==> src/rtl/rsmf_defines.vh <==
// Constants for the rate sensor message framer
`ifndef RSMF_DEFINES_VH
`define RSMF_DEFINES_VH
// APB register byte offsets
`define RSMF_ADDR_CTRL     12'h000
`define RSMF_ADDR_STATUS   12'h004
`define RSMF_ADDR_RATE     12'h008
`define RSMF_ADDR_AUX1     12'h00c
`define RSMF_ADDR_AUX2     12'h010
`define RSMF_ADDR_TEMP     12'h014
`define RSMF_ADDR_CFG1     12'h018
`define RSMF_ADDR_CFG2     12'h01c
`define RSMF_ADDR_LASTRX   12'h020
`define RSMF_ADDR_LASTRXHI 12'h024
// Control register fields
`define RSMF_CTRL_FAIL     0
`define RSMF_CTRL_FCLR     1
// Status byte field positions
`define RSMF_ST_CNT_HI     7
`define RSMF_ST_CNT_LO     6
`define RSMF_ST_HCF        5
`define RSMF_ST_FAIL       4
`define RSMF_ST_STEST      3
// Control byte fields
`define RSMF_CB_STEST      3
// Message types
`define RSMF_MT_RATE       3'h0
`define RSMF_MT_AUX1       3'h1
`define RSMF_MT_AUX2       3'h2
`define RSMF_MT_TEMP       3'h3
`define RSMF_MT_CFG1       3'h4
`define RSMF_MT_CFG2       3'h5
// Frame geometry
`define RSMF_FRAME_BITS    6'd48
`define RSMF_LAST_BIT      6'd47
// Reset values
`define RSMF_RST_TYPE      3'h4
`define RSMF_RST_CFG       32'h0000_0000
`endif

==> src/rtl/rsmf_framer.v <==
// Rate sensor SPI message framer with APB register access
//
// Summary of operation
// - Control bit 3 commands self-test
// - Control bits 2:0 pick next type
// - Checksum is complement of bytes 0-4 sum
// - Reply: status, four data, checksum
// - Status 7:6 count full-length messages
// - Status 5 flags host comm fault
// - Status 4 flags built-in test failure
// - Status 3 shows self-test active
// - Status 2:0 give current type
// - Data follow previous frame's request
// - Basic: rate, check byte, reserved
// - Aux types: rate then signed aux
// - Temperature type: rate then temperature
// - Config one: range, bandwidth, variant, version, year
// - Config two: month, lot, plant, serial
// - Bad frame keeps last valid type
// - Config one after reset until valid
// - Select high: output released, inputs ignored
// - Full duplex 48-bit exchange
// - Check byte derived from previous low rate
`timescale 1ns/100ps
`include "rsmf_defines.vh"
module rsmf_framer (
  // APB
  input  wire        pclk,
  input  wire        presetn,
  input  wire        psel,
  input  wire        penable,
  input  wire        pwrite,
  input  wire [11:0] paddr,
  input  wire [31:0] pwdata,
  output reg  [31:0] prdata,
  output reg         pready,
  output reg         pslverr,
  // SPI link pins
  input  wire        spi_sel_n,
  input  wire        spi_clk,
  input  wire        spi_mosi,
  output reg         spi_miso_o,
  output reg         spi_miso_oe_n,
  // Sensor side
  output reg         commanded_selftest
);

  reg  [2:0]  sel_s_q;
  reg  [2:0]  clk_s_q;
  reg  [1:0]  mosi_s_q;
  reg  [47:0] rx_q;
  reg  [47:0] tx_q;
  reg  [5:0]  bit_q;
  reg         active_q;
  reg  [2:0]  next_type_q;
  reg  [2:0]  cur_type_q;
  reg  [1:0]  msg_counter_q;
  reg         host_comm_fault_q;
  reg         selftest_fail_q;
  reg         fclr_req_q;
  reg  [15:0] rate_q;
  reg  [15:0] aux1_q;
  reg  [15:0] aux2_q;
  reg  [15:0] temp_q;
  reg  [31:0] cfg1_q;
  reg  [31:0] cfg2_q;
  reg  [7:0]  prev_rate_lo_q;
  reg  [47:0] last_rx_q;

  wire sel_act  = ~sel_s_q[1];
  wire sel_rise = sel_s_q[1] & ~sel_s_q[2];
  wire sel_fall = ~sel_s_q[1] & sel_s_q[2];
  // Mode 0 style: sample on rising, shift on falling
  wire clk_rise = clk_s_q[1] & ~clk_s_q[2];
  wire clk_fall = ~clk_s_q[1] & clk_s_q[2];

  function [7:0] csum;
    input [39:0] b;
    begin
      csum = ~(b[39:32] + b[31:24] + b[23:16] + b[15:8] + b[7:0]);
    end
  endfunction

  // fixed test calculation, host repeats it
  function [7:0] rchk;
    input [7:0] r;
    reg   [7:0] swp;
    begin
      // Swap, mix, add, subtract: touches each ALU path
      swp  = {r[3:0], r[7:4]} ^ 8'h5a;
      rchk = (swp + (r << 1)) - (r >> 2);
    end
  endfunction

  // Host frame decode
  wire [7:0] rx_ctl  = rx_q[47:40];
  wire [7:0] rx_sum  = rx_q[7:0];
  wire       rx_good;
  // reserved type codes rejected
  // Codes above the last defined type are reserved
  assign rx_good = (rx_sum == csum(rx_q[47:8])) &
                   (rx_ctl[2:0] <= `RSMF_MT_CFG2);

  // Reply assembly
  reg [31:0] data_w;
  reg [7:0]  status_w;
  always @*
  begin
    // data follow the type latched last frame
    case (next_type_q)
      `RSMF_MT_RATE: data_w = {rate_q, rchk(prev_rate_lo_q), 8'h00};
      `RSMF_MT_AUX1: data_w = {rate_q, aux1_q};
      `RSMF_MT_AUX2: data_w = {rate_q, aux2_q};
      `RSMF_MT_TEMP: data_w = {rate_q, temp_q};
      `RSMF_MT_CFG1: data_w = {cfg1_q[31:24], 4'h0, cfg1_q[19:16],
                               cfg1_q[15:8], 3'h0, cfg1_q[4:0]};
      `RSMF_MT_CFG2: data_w = cfg2_q;
      // Unreachable: reserved codes are never latched
      default:       data_w = {rate_q, 16'h0000};
    endcase
    status_w = 8'h00;
    status_w[`RSMF_ST_CNT_HI:`RSMF_ST_CNT_LO] = msg_counter_q;
    status_w[`RSMF_ST_HCF] = host_comm_fault_q;
    status_w[`RSMF_ST_FAIL] = selftest_fail_q;
    status_w[`RSMF_ST_STEST] = commanded_selftest;
    status_w[2:0] = next_type_q;
  end

  // Pin synchronisers
  // Third stage only feeds the edge detectors
  always @(posedge pclk or negedge presetn)
  begin
    if (!presetn)
    begin
      sel_s_q  <= 3'h7;
      clk_s_q  <= 3'h0;
      mosi_s_q <= 2'h0;
    end
    else
    begin
      sel_s_q  <= {sel_s_q[1:0], spi_sel_n};
      clk_s_q  <= {clk_s_q[1:0], spi_clk};
      mosi_s_q <= {mosi_s_q[0], spi_mosi};
    end
  end

  // Link engine
  always @(posedge pclk or negedge presetn)
  begin
    if (!presetn)
    begin
      rx_q               <= 48'h0;
      tx_q               <= 48'h0;
      bit_q              <= 6'd0;
      active_q           <= 1'b0;
      next_type_q        <= `RSMF_RST_TYPE;
      cur_type_q         <= `RSMF_RST_TYPE;
      msg_counter_q      <= 2'h0;
      host_comm_fault_q  <= 1'b0;
      commanded_selftest <= 1'b0;
      prev_rate_lo_q     <= 8'h00;
      last_rx_q          <= 48'h0;
      spi_miso_o         <= 1'b0;
      spi_miso_oe_n      <= 1'b1;
    end
    else
    begin
      spi_miso_oe_n <= ~sel_act;
      if (sel_fall)
      begin
        // Reply frozen at frame start, register writes wait
        // status then four data bytes
        tx_q       <= {status_w, data_w,
                       csum({status_w, data_w})};
        cur_type_q <= next_type_q;
        bit_q      <= 6'd0;
        active_q   <= 1'b1;
        // rate byte kept for next check
        if (next_type_q == `RSMF_MT_RATE)
          prev_rate_lo_q <= rate_q[7:0];
      end
      else if (sel_act & active_q & clk_rise)
      begin
        rx_q  <= {rx_q[46:0], mosi_s_q[1]};
        bit_q <= bit_q + 6'd1;
      end
      // Out bit moves on falling edge, settled by rising
      else if (sel_act & active_q & clk_fall)
        tx_q <= {tx_q[46:0], 1'b0};
      spi_miso_o <= tx_q[47];
      // Frame end: log every frame, count full ones, commit only a full clean frame
      if (sel_rise & active_q)
      begin
        active_q  <= 1'b0;
        last_rx_q <= rx_q;
        if (bit_q == `RSMF_FRAME_BITS)
          msg_counter_q <= msg_counter_q + 2'h1;
        if ((bit_q == `RSMF_FRAME_BITS) & rx_good)
        begin
          next_type_q        <= rx_ctl[2:0];
          commanded_selftest <= rx_ctl[`RSMF_CB_STEST];
          if (fclr_req_q)
            host_comm_fault_q <= 1'b0;
        end
        else
          host_comm_fault_q <= 1'b1;
      end
      else if (fclr_req_q)
        host_comm_fault_q <= 1'b0;
    end
  end

  // APB register file, answer in the access cycle
  // Read data taken at setup, so it stands with pready
  wire acc = psel & penable;
  always @(posedge pclk or negedge presetn)
  begin
    if (!presetn)
    begin
      prdata          <= 32'h0;
      pready          <= 1'b0;
      pslverr         <= 1'b0;
      selftest_fail_q <= 1'b0;
      fclr_req_q      <= 1'b0;
      rate_q          <= 16'h0;
      aux1_q          <= 16'h0;
      aux2_q          <= 16'h0;
      temp_q          <= 16'h0;
      cfg1_q          <= `RSMF_RST_CFG;
      cfg2_q          <= `RSMF_RST_CFG;
    end
    else
    begin
      // Clear request is a one-cycle pulse
      fclr_req_q <= 1'b0;
      pready     <= psel & ~penable;
      pslverr    <= 1'b0;
      if (psel & ~penable)
      begin
        prdata <= 32'h0;
        case (paddr)
          `RSMF_ADDR_CTRL:     prdata <= {31'h0, selftest_fail_q};
          `RSMF_ADDR_STATUS:   prdata <= {16'h0, cur_type_q, 2'h0,
                                          next_type_q, status_w};
          `RSMF_ADDR_RATE:     prdata <= {16'h0, rate_q};
          `RSMF_ADDR_AUX1:     prdata <= {16'h0, aux1_q};
          `RSMF_ADDR_AUX2:     prdata <= {16'h0, aux2_q};
          `RSMF_ADDR_TEMP:     prdata <= {16'h0, temp_q};
          `RSMF_ADDR_CFG1:     prdata <= cfg1_q;
          `RSMF_ADDR_CFG2:     prdata <= cfg2_q;
          `RSMF_ADDR_LASTRX:   prdata <= last_rx_q[31:0];
          `RSMF_ADDR_LASTRXHI: prdata <= {16'h0, last_rx_q[47:32]};
          default:             pslverr <= 1'b1;
        endcase
      end
      if (acc & pready & pwrite)
      begin
        case (paddr)
          `RSMF_ADDR_CTRL:
          begin
            selftest_fail_q <= pwdata[`RSMF_CTRL_FAIL];
            fclr_req_q      <= pwdata[`RSMF_CTRL_FCLR];
          end
          `RSMF_ADDR_RATE: rate_q <= pwdata[15:0];
          `RSMF_ADDR_AUX1: aux1_q <= pwdata[15:0];
          `RSMF_ADDR_AUX2: aux2_q <= pwdata[15:0];
          `RSMF_ADDR_TEMP: temp_q <= pwdata[15:0];
          `RSMF_ADDR_CFG1: cfg1_q <= pwdata;
          `RSMF_ADDR_CFG2: cfg2_q <= pwdata;
          default:         fclr_req_q <= 1'b0;
        endcase
      end
    end
  end

endmodule // rsmf_framer

==> config.mk <==
export PLATFORM = sky130hd
export DESIGN_NAME = rsmf_framer
export DESIGN_NICKNAME = d
export VERILOG_FILES = /design/src/rtl/rsmf_framer.v
export VERILOG_INCLUDE_DIRS = /design/src /design/src/rtl
export SDC_FILE = /design/constraint.sdc
export NUM_CORES = 1
export LEC_CHECK = 0
export ABC_CLOCK_PERIOD_IN_PS = 4900
export CAP_MARGIN = 20
export CORE_ASPECT_RATIO = 0.5
export CORE_MARGIN = 3
export CORE_UTILIZATION = 45
export CTS_CLUSTER_DIAMETER = 200
export DETAILED_ROUTE_END_ITERATION = 7
export DONT_BUFFER_PORTS = 1
export SLEW_MARGIN = 15
export SYNTH_ARGS = -nofsm -noshare
export SYNTH_HDL_FRONTEND = slang
export SYNTH_SLANG_ARGS = --single-unit
==> constraint.sdc <==
create_clock -name pclk -period 4.9 [get_ports pclk]
set_input_delay 0.98 -clock pclk [delete_from_list [all_inputs] [get_ports pclk]]
set_output_delay 0.98 -clock pclk [all_outputs]
set_load 0.02 [all_outputs]
==> flow_metrics.py, run 1 <==
metrics = {
    "run_status": {
        "status": "complete, but fails checks",
        "violations": "design-rule violations, negative setup slack",
    },
    "finish": {
        "instances_no_fill": 2094,
        "drive_gt1_frac": 0.266,
        "area_growth_pct": 12.5,
        "antenna_cells": 0,
        "finalNetCount": 1674,
        "fillers": 3379,
        "final_area_um2": 19900,
    },
    "floorplanning": {
        "dieArea_um2": 41800,
        "core_um2": 38000,
        "fp-row-count": 50,
        "die_x_um": 286,
        "start_util": 0.464,
        "io_pins": 89,
        "die_h_um": 146,
    },
    "setup_path": {
        "path_class": "reg -> reg",
        "start_kind": "register",
        "crit_path_max_fanout": 2,
        "cp-end-kind": "register",
        "required_ns": 5.31,
        "arrival_ns": 5.70,
    },
    "pwr": {
        "leakagePower_uw": 0.00911,
        "seq_power_share": 0.506,
        "p_per_area_nw_per_um2": 299,
        "intPower_uw": 4550,
        "power.total_uw": 5940,
        "p_clk_frac": 0.457,
        "combPwrFrac": 0.037,
        "p_sw_frac": 0.234,
        "p_switching_uw": 1390,
        "ir_drop_mv": 0.194,
    },
    "drt": {
        "num_vias": 12600,
        "route.detailed.drc": 21,
        "first_iter_violations": 1434,
        "viasPerCell": 6.04,
        "wl_per_cell_um": 25.0,
        "drt_wl_total_um": 52400,
        "antenna_left": 0,
        "dr.pass1.iters": 8,
    },
    "sta": {
        "tightest_slew_ns": 1.19,
        "maxSlewHeadroom": 0.206,
        "fin_crit_ns": 5.29,
        "fmax_mhz": 189,
        "finalSetupViolCount": 4,
        "finalCritPeriodShare": 1.08,
        "fin_skew_ns": 0.0189,
        "setup_slack_ns": -0.390,
        "final_max_slew_viol_count": 0,
        "hold_viol_final": 0,
        "rsz0062_at_grt": "yes",
    },
    "synthesis": {
        "syn_inst": 1511,
        "yosys_most_used_dff": "dfrtp_1",
        "yosysWarningCount": 0,
        "synth_edf_count": 0,
        "synth_area_leaders": "dfrtp_1, mux2_2, fa_1",
        "synth_cell_type_count": 65,
        "async_reset_ff_frac": 1.00,
        "synth-seq-area-share": 0.485,
        "ys_seq_elements": 342,
        "yosys.area.top_type": "dfrtp_1",
        "syn_area_per_cell_um2": 11.7,
        "syn_nets": 1637,
        "syn_area_um2": 17700,
        "synth_top_area_frac": 0.478,
    },
    "placement": {
        "routabilityCongestion": 0.906,
        "placed_area_um2": 18600,
        "dp_cells": 2025,
        "dp_hpwl_um": 37200,
        "io_buffers": 0,
    },
    "clock_tree": {
        "clock-root-buffer": "clkbuf_16",
        "clock_path_buffers": 3,
        "h-tree-depth": 2,
        "numCtsBuffers": 34,
        "worstSkewPairLatency_ns": 0.55,
        "clk_pin_slew_worst_paths_ns": 0.06,
        "cts_tree": "done",
        "cts.sinks": 342,
    },
    "global_route": {
        "grt_pass1_wl_um": 80400,
        "grtUsageTotal": 0.251,
        "grt_start_max_net_pins": 343,
        "grt_overflow": 0,
        "grt_pass1_vias": 12700,
        "antenna_found_initial": 1,
    },
    "hold_path": {
        "hold_path.class": "in -> async",
    },
    "job": {
        "maxCapViolCount": 0,
    },
}
## power by group through the flow
stage	Sequential (µW)	Clock [µW]	Combinational [µW]
after floorplan	3040	0	182
after global placement	3060	0	208
after detailed placement	3060	0	216
after CTS	3010	2760	216
after global routing	3020	2880	241
final	3010	2710	218
## metrics by stage
stage,utilization,hold slack [ns],setup TNS [ns],worst slack (ns)
3_3_place_gp,0.489,0.338,-0.627,-0.388
4_1_cts,0.521,0.136,-0.943,-0.369
6_report,0.522,0.160,-0.951,-0.390
2_1_floorplan,-,0.331,-0.168,-0.168
3_5_place_dp,0.489,0.341,-0.950,-0.474
5_1_grt,0.522,0.132,-1.64,-0.567
## placed cells by master, fill, tap and decap left out, types with 15 or more instances in the layout
cell type | synthesis | routed
xnor2_1 | 27 | 26
buf_4 | 5 | 86
a222oi_1 | 23 | 23
dfrtp_1 | 337 | 336
mux2_2 | 223 | 223
clkbuf_16 | 0 | 35
inv_1 | 91 | 86
o221ai_1 | 30 | 30
fa_1 | 46 | 44
nor2_1 | 81 | 80
ha_1 | 28 | 25
nand2_1 | 133 | 133
mux2i_1 | 67 | 67
a31oi_1 | 22 | 22
o21ai_0 | 52 | 49
a22oi_1 | 15 | 15
a21oi_1 | 68 | 61
## worst max-delay path: stages (launching register included)
cell and delay (ns):
dfrtp_1 0.36, inv_2 0.05, fa_1 0.56, inv_2 0.05, ha_4 0.17, fa_2 0.55
mux4_2 0.25, a21oi_4 0.06, fa_1 0.49, inv_2 0.04, fa_1 0.51, inv_2 0.04
fa_1 0.51, inv_2 0.05, fa_2 0.42, a211oi_4 0.22, o21bai_1 0.12, a21oi_2 0.15
xor2_1 0.19, xnor2_1 0.15, xnor2_1 0.14, a21oi_1 0.08
## final timing paths
kind                                   start        endpoint  slack [ns]  cells after the start
setup / recovery           prev_rate_lo_q[0]         tx_q[7]       -0.39                     21
hold / removal                       presetn        bit_q[3]        0.16                      0
setup reg to reg           prev_rate_lo_q[0]         tx_q[7]       -0.39                     21
max in group asynchronous            presetn  next_type_q[0]        3.75                      0
min in group pclk                mosi_s_q[0]     mosi_s_q[1]        0.36                      0
hold reg to reg                  mosi_s_q[0]     mosi_s_q[1]        0.36                      0
## synthesized netlist by cell type (6+ instances only)
cell,instances
a22o_1,9
xor2_1,13
a222oi_1,23
mux4_2,9
nand4_1,6
a31oi_1,22
nand3_1,9
ha_1,28
a21oi_1,68
o21ai_0,52
nor2_1,81
o221ai_1,30
mux2i_1,67
fa_1,46
a22oi_1,15
o22ai_1,12
mux2_2,223
clkbuf_1,56
xnor2_1,27
a221o_1,12
buf_2,20
nor3_1,9
dfrtp_1,337
and3_1,8
nand2_1,133
a21o_1,8
a221oi_1,11
inv_1,91
## metal layers
layer,part of all wire,up-vias,global-route usage
met5,0.00025,-,0
met4,0.023,2,0.0554
met3,0.073,96,0.0541
met2,0.44,477,0.376
met1,0.47,6577,0.375
li1,-,5493,-
## flip-flops by register name (all words and copies together) (netlist names), 8 cells and up
register / count
prdata: 32
cfg2_q: 32
temp_q: 16
tx_q: 48
aux1_q: 16
rx_q: 48
prev_rate_lo_q: 8
aux2_q: 16
last_rx_q: 48
rate_q: 16
cfg1_q: 32
## final cells by class
cell class	count	area, µm²	area share
sequential	342	8570	0.431
clock buffer	53	1050	0.0530
clock inverter	9	91.3	0.00460
multi-input combinational	985	8450	0.425
inverter	95	357	0.0179
timing repair buffer	90	699	0.0352
tap	520	651	0.0327
## kinds of logic after synthesis
| logic type | count (synthesis) | synth area share |
|---|---|---|
| mux | 305 | 0.196 |
| simple gates | 280 | 0.0717 |
| flops | 342 | 0.485 |
| fa+ha+maj | 75 | 0.0726 |
| xor+xnor | 40 | 0.0198 |
| buf+inv | 184 | 0.0437 |
| compound gates | 285 | 0.111 |
## repair_timing
item	4_1_cts	5_1_grt
setup buffers	7	1
setup endpoints to repair	4	5
pin swaps	17	12
gates resized for setup	11	14
hold buffers	0	0
hold endpoints to repair	0	0
No activity file was read; power rests on OpenSTA's default activity.
==> run 2: changes to the inputs <==
- ABC_CLOCK_PERIOD_IN_PS: 4900 -> 5490
- clock period: 4.9 -> 5.49 ns (I/O delays scaled with it)
==> run 2 against run 1 <==
The flow finishes with violations (design-rule violations). Register-to-register slack better by 0.59 ns. Critical endpoint unchanged. Worst hold slack better by 0.033 ns. Cell area down 1.8%. Highest routed layer is now met4.
==> flow_metrics.py, run 2 (synthesis gave the netlist of run 1 again) <==
metrics = {
    "floorplanning": {
        "die_x_um": 286,
        "dieArea_um2": 41800,
        "start_util": 0.464,
        "io_pins": 89,
        "fp-row-count": 50,
        "die_h_um": 146,
        "core_um2": 38000,
    },
    "drt": {
        "viasPerCell": 6.05,
        "wl_per_cell_um": 25.0,
        "drt_wl_total_um": 51300,
        "num_vias": 12400,
        "antenna_left": 0,
        "first_iter_violations": 1271,
        "dr.pass1.iters": 8,
        "route.detailed.drc": 3,
    },
    "sta": {
        "rsz0062_at_grt": "no",
        "final_max_slew_viol_count": 0,
        "maxSlewHeadroom": 0.207,
        "tightest_slew_ns": 1.19,
        "hold_viol_final": 0,
        "tns_ns": 0,
        "fmax_mhz": 189,
        "fin_skew_ns": 0.00784,
        "fin_crit_ns": 5.29,
        "finalSetupViolCount": 0,
        "finalCritPeriodShare": 0.963,
    },
    "run_status": {
        "status": "complete, but fails checks",
        "violations": "design-rule violations",
    },
    "global_route": {
        "antenna_found_initial": 0,
        "grt_overflow": 0,
        "grt_pass1_vias": 12600,
        "grtUsageTotal": 0.244,
        "grt_pass1_wl_um": 78100,
        "grt_start_max_net_pins": 343,
    },
    "setup_path": {
        "arrival_ns": 5.77,
        "path_cells": "fa_1, inv_2, ha_4, fa_2, mux4_2, a21oi_4, fa_1, inv_2, fa_1, inv_1, fa_1, inv_2, fa_2, a211oi_2, o21bai_1, a21oi_1, xor2_1, xnor2_1, xnor2_1, a21oi_1",
        "cpPeakStageDelay_ns": 0.56,
        "crit_path_max_fanout": 2,
        "cp-end-kind": "register",
        "path_common_cell": "fa_1",
        "cp_num_buf_inv": 4,
        "start_kind": "register",
        "required_ns": 5.98,
        "path_class": "reg -> reg",
        "cp_slowest_cell": "fa_2",
        "cp_top_family": "adder cells",
    },
    "finish": {
        "drive_gt1_frac": 0.243,
        "finalNetCount": 1630,
        "final_common_cell": "dfrtp_1",
        "top_regs": "last_rx_q (48), rx_q (48), tx_q (48)",
        "antenna_cells": 0,
        "fin_util": 0.513,
        "final_cell_mix": "dfrtp_1, mux2_2, nand2_1",
        "area_growth_pct": 10.5,
    },
    "clock_tree": {
        "cts_tree": "done",
        "clk_pin_slew_worst_paths_ns": 0.07,
        "worstSkewPairLatency_ns": 0.60,
        "numCtsBuffers": 31,
        "clock-root-buffer": "clkbuf_16",
        "clock_path_buffers": 3,
        "cts.sinks": 342,
        "hold_buffers": 0,
        "h-tree-depth": 1,
    },
    "placement": {
        "io_buffers": 0,
        "routabilityCongestion": 0.923,
        "dp_hpwl_um": 36400,
    },
    "job": {
        "maxCapViolCount": 0,
    },
    "hold_path": {
        "hold_path.class": "in -> async",
    },
    "pwr": {
        "p_per_area_nw_per_um2": 272,
        "ir_drop_mv": 0.279,
        "leakagePower_uw": 0.00888,
    },
}
==> run 2: changes by cell type in the layout (fill, tap and decap cells not counted), sizes merged <==
cell / before / now
clkinvlp: 1 / 2
clkinv: 9 / 12
clkbuf: 53 / 40
bufinv: 1 / 6
buf: 90 / 49
==> run 2: power by group <==
part	internal (µW)	switching [µW]
combinational	85.2	101
sequential	2590	97.8
clock	1400	1030
==> run 2: metal layers <==
layer / vias up / share of wire / global-route usage
met1: 6416 / 0.44 / 0.358
met2: 512 / 0.45 / 0.371
met3: 78 / 0.087 / 0.0546
li1: 5386 / - / -
met5: - / 0 / 0
met4: 0 / 0.023 / 0.0559
==> run 2: per-stage QoR <==
step,area (µm²),cells,hold slack [ns],setup WS (ns),total power [µW]
6_report,19500,2049,0.194,0.203,5310
5_1_grt,19500,2049,0.178,0.000162,5480
2_1_floorplan,17700,1511,0.331,0.243,2870
3_5_place_dp,18300,1987,0.335,0.0358,2920
3_3_place_gp,18300,1987,0.335,0.0967,2910
4_1_cts,19400,2045,0.174,0.0413,5350
==> run 2: path summary, 6_finish.rpt <==
check                                   from        endpoint  slack (ns)  cells past startpoint
max reg2reg                prev_rate_lo_q[3]         tx_q[7]        0.20                     20
max                        prev_rate_lo_q[3]         tx_q[7]        0.20                     20
min reg2reg                      mosi_s_q[0]     mosi_s_q[1]        0.35                      0
max in group asynchronous            presetn  next_type_q[0]        4.44                      0
min                                  presetn        bit_q[2]        0.19                      0
min in group pclk                mosi_s_q[0]     mosi_s_q[1]        0.35                      0
==> run 2: area by class of cell <==
cell class / count / area, µm²
inverter: 95 / 357
clock inverter: 18 / 268
tap: 520 / 651
multi-input combinational: 985 / 8420
timing repair buffer: 49 / 400
clock buffer: 40 / 860
sequential: 342 / 8570
fill: 3372 / 18500
==> run 2: worst reg2reg max path: stages, from the launching register on <==
cell	delay, ns
dfrtp_1	0.40
fa_1	0.55
inv_2	0.05
ha_4	0.16
fa_2	0.56
mux4_2	0.27
a21oi_4	0.07
fa_1	0.50
inv_2	0.04
fa_1	0.49
inv_1	0.05
fa_1	0.51
inv_2	0.05
fa_2	0.40
a211oi_2	0.25
o21bai_1	0.09
a21oi_1	0.16
xor2_1	0.20
xnor2_1	0.15
xnor2_1	0.13
a21oi_1	0.08
==> run 2: what timing repair did <==
action                                  4_1_cts  5_1_grt
endpoints found under the hold margin         0        0
gates resized for setup                       0       26
endpoints found under the setup margin        0        2
setup buffers                                 0        3
==> run 3: changes to the inputs <==
- ABC_CLOCK_PERIOD_IN_PS: 5490 -> 6800
- GPL_TIMING_DRIVEN: unset -> 0
- clock period: 5.49 -> 6.8 ns (I/O delays scaled with it)
==> run 3 against run 2 <==
The flow now finishes without violations. Largest cell class unchanged. Sequential share of layout area up 0.095 points. Cell area fell by 0.23%. Critical endpoint unchanged. Die area unchanged. Worst hold slack improved by 0.16 ns. Setup slack improved by 0.092 ns. Clock skew grew 0.017 ns. Non-clock buffer count grew 40. Global-route usage up 2.1 points. Sequential cell count is the same. Combinational power shrank 6%. Clock power fell by 18%.
==> flow_metrics.py, run 3 (synthesis gave the netlist of run 1 again) <==
metrics = {
    "global_route": {
        "grt_pass1_vias": 12900,
        "grt_overflow": 0,
        "grt_start_max_net_pins": 343,
        "grt_pass1_wl_um": 83200,
        "antenna_found_initial": 2,
        "grtUsageTotal": 0.265,
    },
    "drt": {
        "first_iter_violations": 1717,
        "route.detailed.drc": 0,
        "wl_met1_um": 23100,
        "viasPerCell": 6.08,
        "topRoutingLayerUsed": "met5",
        "met2_length_um": 24300,
        "wl_per_cell_um": 26.3,
        "wl_met3_um": 6320,
        "dr.pass1.iters": 7,
        "drt_wl_total_um": 55100,
        "antenna_left": 0,
        "num_vias": 12700,
    },
    "floorplanning": {
        "fp-row-count": 50,
        "die_x_um": 286,
        "die_h_um": 146,
        "start_util": 0.464,
        "io_pins": 89,
        "core_um2": 38000,
        "dieArea_um2": 41800,
    },
    "sta": {
        "final_max_slew_viol_count": 0,
        "fin_skew_ns": 0.0245,
        "fin_crit_ns": 6.50,
        "fmax_mhz": 154,
        "maxSlewHeadroom": 0.276,
        "tns_ns": 0,
        "tightest_slew_ns": 1.09,
        "hold_viol_final": 0,
        "finalSetupViolCount": 0,
        "finalCritPeriodShare": 0.957,
        "rsz0062_at_grt": "no",
    },
    "setup_path": {
        "cp_top_family": "adder cells",
        "cpPeakStageDelay_ns": 0.69,
        "path_common_cell": "fa_1",
        "path_class": "reg -> reg",
        "start_kind": "register",
        "path_cells": "buf_1, buf_2, clkbuf_1, a221oi_1, o32ai_1, fa_1, inv_1, fa_1, fa_1, inv_1, ha_1, fa_1, a211oi_1, o21bai_1, a21oi_1, xor2_1, xnor2_1, xnor2_1, a21oi_1",
        "arrival_ns": 6.89,
        "required_ns": 7.18,
        "crit_path_max_fanout": 10,
        "cp-end-kind": "register",
        "cp_slowest_cell": "buf_1",
        "cp_num_buf_inv": 5,
    },
    "pwr": {
        "p_per_area_nw_per_um2": 223,
        "leakagePower_uw": 0.00884,
        "power.total_uw": 4330,
        "ir_drop_mv": 0.135,
    },
    "run_status": {
        "status": "completed",
    },
    "finish": {
        "instances_no_fill": 2091,
        "area_growth_pct": 10.3,
        "final_cell_mix": "dfrtp_1, mux2_2, nand2_1",
        "drive_gt1_frac": 0.211,
        "top_regs": "last_rx_q (48), rx_q (48), tx_q (48)",
        "finalNetCount": 1673,
        "final_common_cell": "dfrtp_1",
        "antenna_cells": 0,
    },
    "clock_tree": {
        "cts_tree": "done",
        "clk_pin_slew_worst_paths_ns": 0.07,
        "cts.sinks": 342,
        "cts_setup_buffers": 0,
        "clock-root-buffer": "clkbuf_16",
        "hold_buffers": 0,
        "clock_path_buffers": 3,
        "worstSkewPairLatency_ns": 0.54,
        "numCtsBuffers": 34,
        "cts_resized": 0,
        "h-tree-depth": 2,
    },
    "hold_path": {
        "hold_path.class": "reg -> reg",
    },
    "job": {
        "maxCapViolCount": 0,
    },
    "placement": {
        "io_buffers": 0,
        "routabilityCongestion": 0.931,
        "dp_cells": 2031,
        "dp_hpwl_um": 40600,
    },
}
run 3: layer usage:
layer | GRT usage | up-vias
met5 | 0 | -
met4 | 0.0618 | 4
met3 | 0.104 | 83
met2 | 0.395 | 584
met1 | 0.365 | 6563
li1 | - | 5479
run 3: report_power, final:
group | leakage (µW) | total [µW] | internal, µW | switching (µW)
Combinational | 0.00362 | 175 | 70.3 | 105
Clock | 0.000572 | 1990 | 1130 | 853
Sequential | 0.00464 | 2170 | 2090 | 76.0
run 3: cell type report:
cell class | count | area (µm²)
fill | 3403 | 18600
clock inverter | 13 | 174
clock buffer | 47 | 980
multi-input combinational | 985 | 8330
inverter | 95 | 357
buffer | 89 | 415
sequential | 342 | 8560
tap | 520 | 651
run 3: per-stage QoR:
stage / area (µm²) / util / setup slack (ns) / hold WS (ns)
6_report: 19500 / 0.512 / 0.295 / 0.353
5_1_grt: 19500 / 0.512 / 0.149 / 0.356
4_1_cts: 19500 / 0.512 / 0.451 / 0.355
3_3_place_gp: 18300 / 0.481 / 0.573 / 0.338
2_1_floorplan: 17700 / - / 1.55 / 0.331
3_5_place_dp: 18300 / 0.481 / 0.488 / 0.339
run 3: worst register-to-register path: stages (launching register included):
cell and delay (ns):
dfrtp_1 0.57, buf_1 0.69, buf_2 0.50, clkbuf_1 0.64
a221oi_1 0.12, o32ai_1 0.43, fa_1 0.30, inv_1 0.06
fa_1 0.51, fa_1 0.52, inv_1 0.04, ha_1 0.20
fa_1 0.48, a211oi_1 0.30, o21bai_1 0.12, a21oi_1 0.25
xor2_1 0.20, xnor2_1 0.16, xnor2_1 0.17, a21oi_1 0.10
run 3: path summary, 6_finish.rpt:
kind                       slack [ns]           start                end  depth (start not counted)
setup / recovery                 0.30  next_type_q[0]            tx_q[7]                         19
max in group asynchronous        5.38         presetn  prev_rate_lo_q[3]                          0
setup reg to reg                 0.30  next_type_q[0]            tx_q[7]                         19
min in group asynchronous        0.55         presetn           tx_q[10]                          0
hold / removal                   0.35     mosi_s_q[0]        mosi_s_q[1]                          0
hold reg to reg                  0.35     mosi_s_q[0]        mosi_s_q[1]                          0
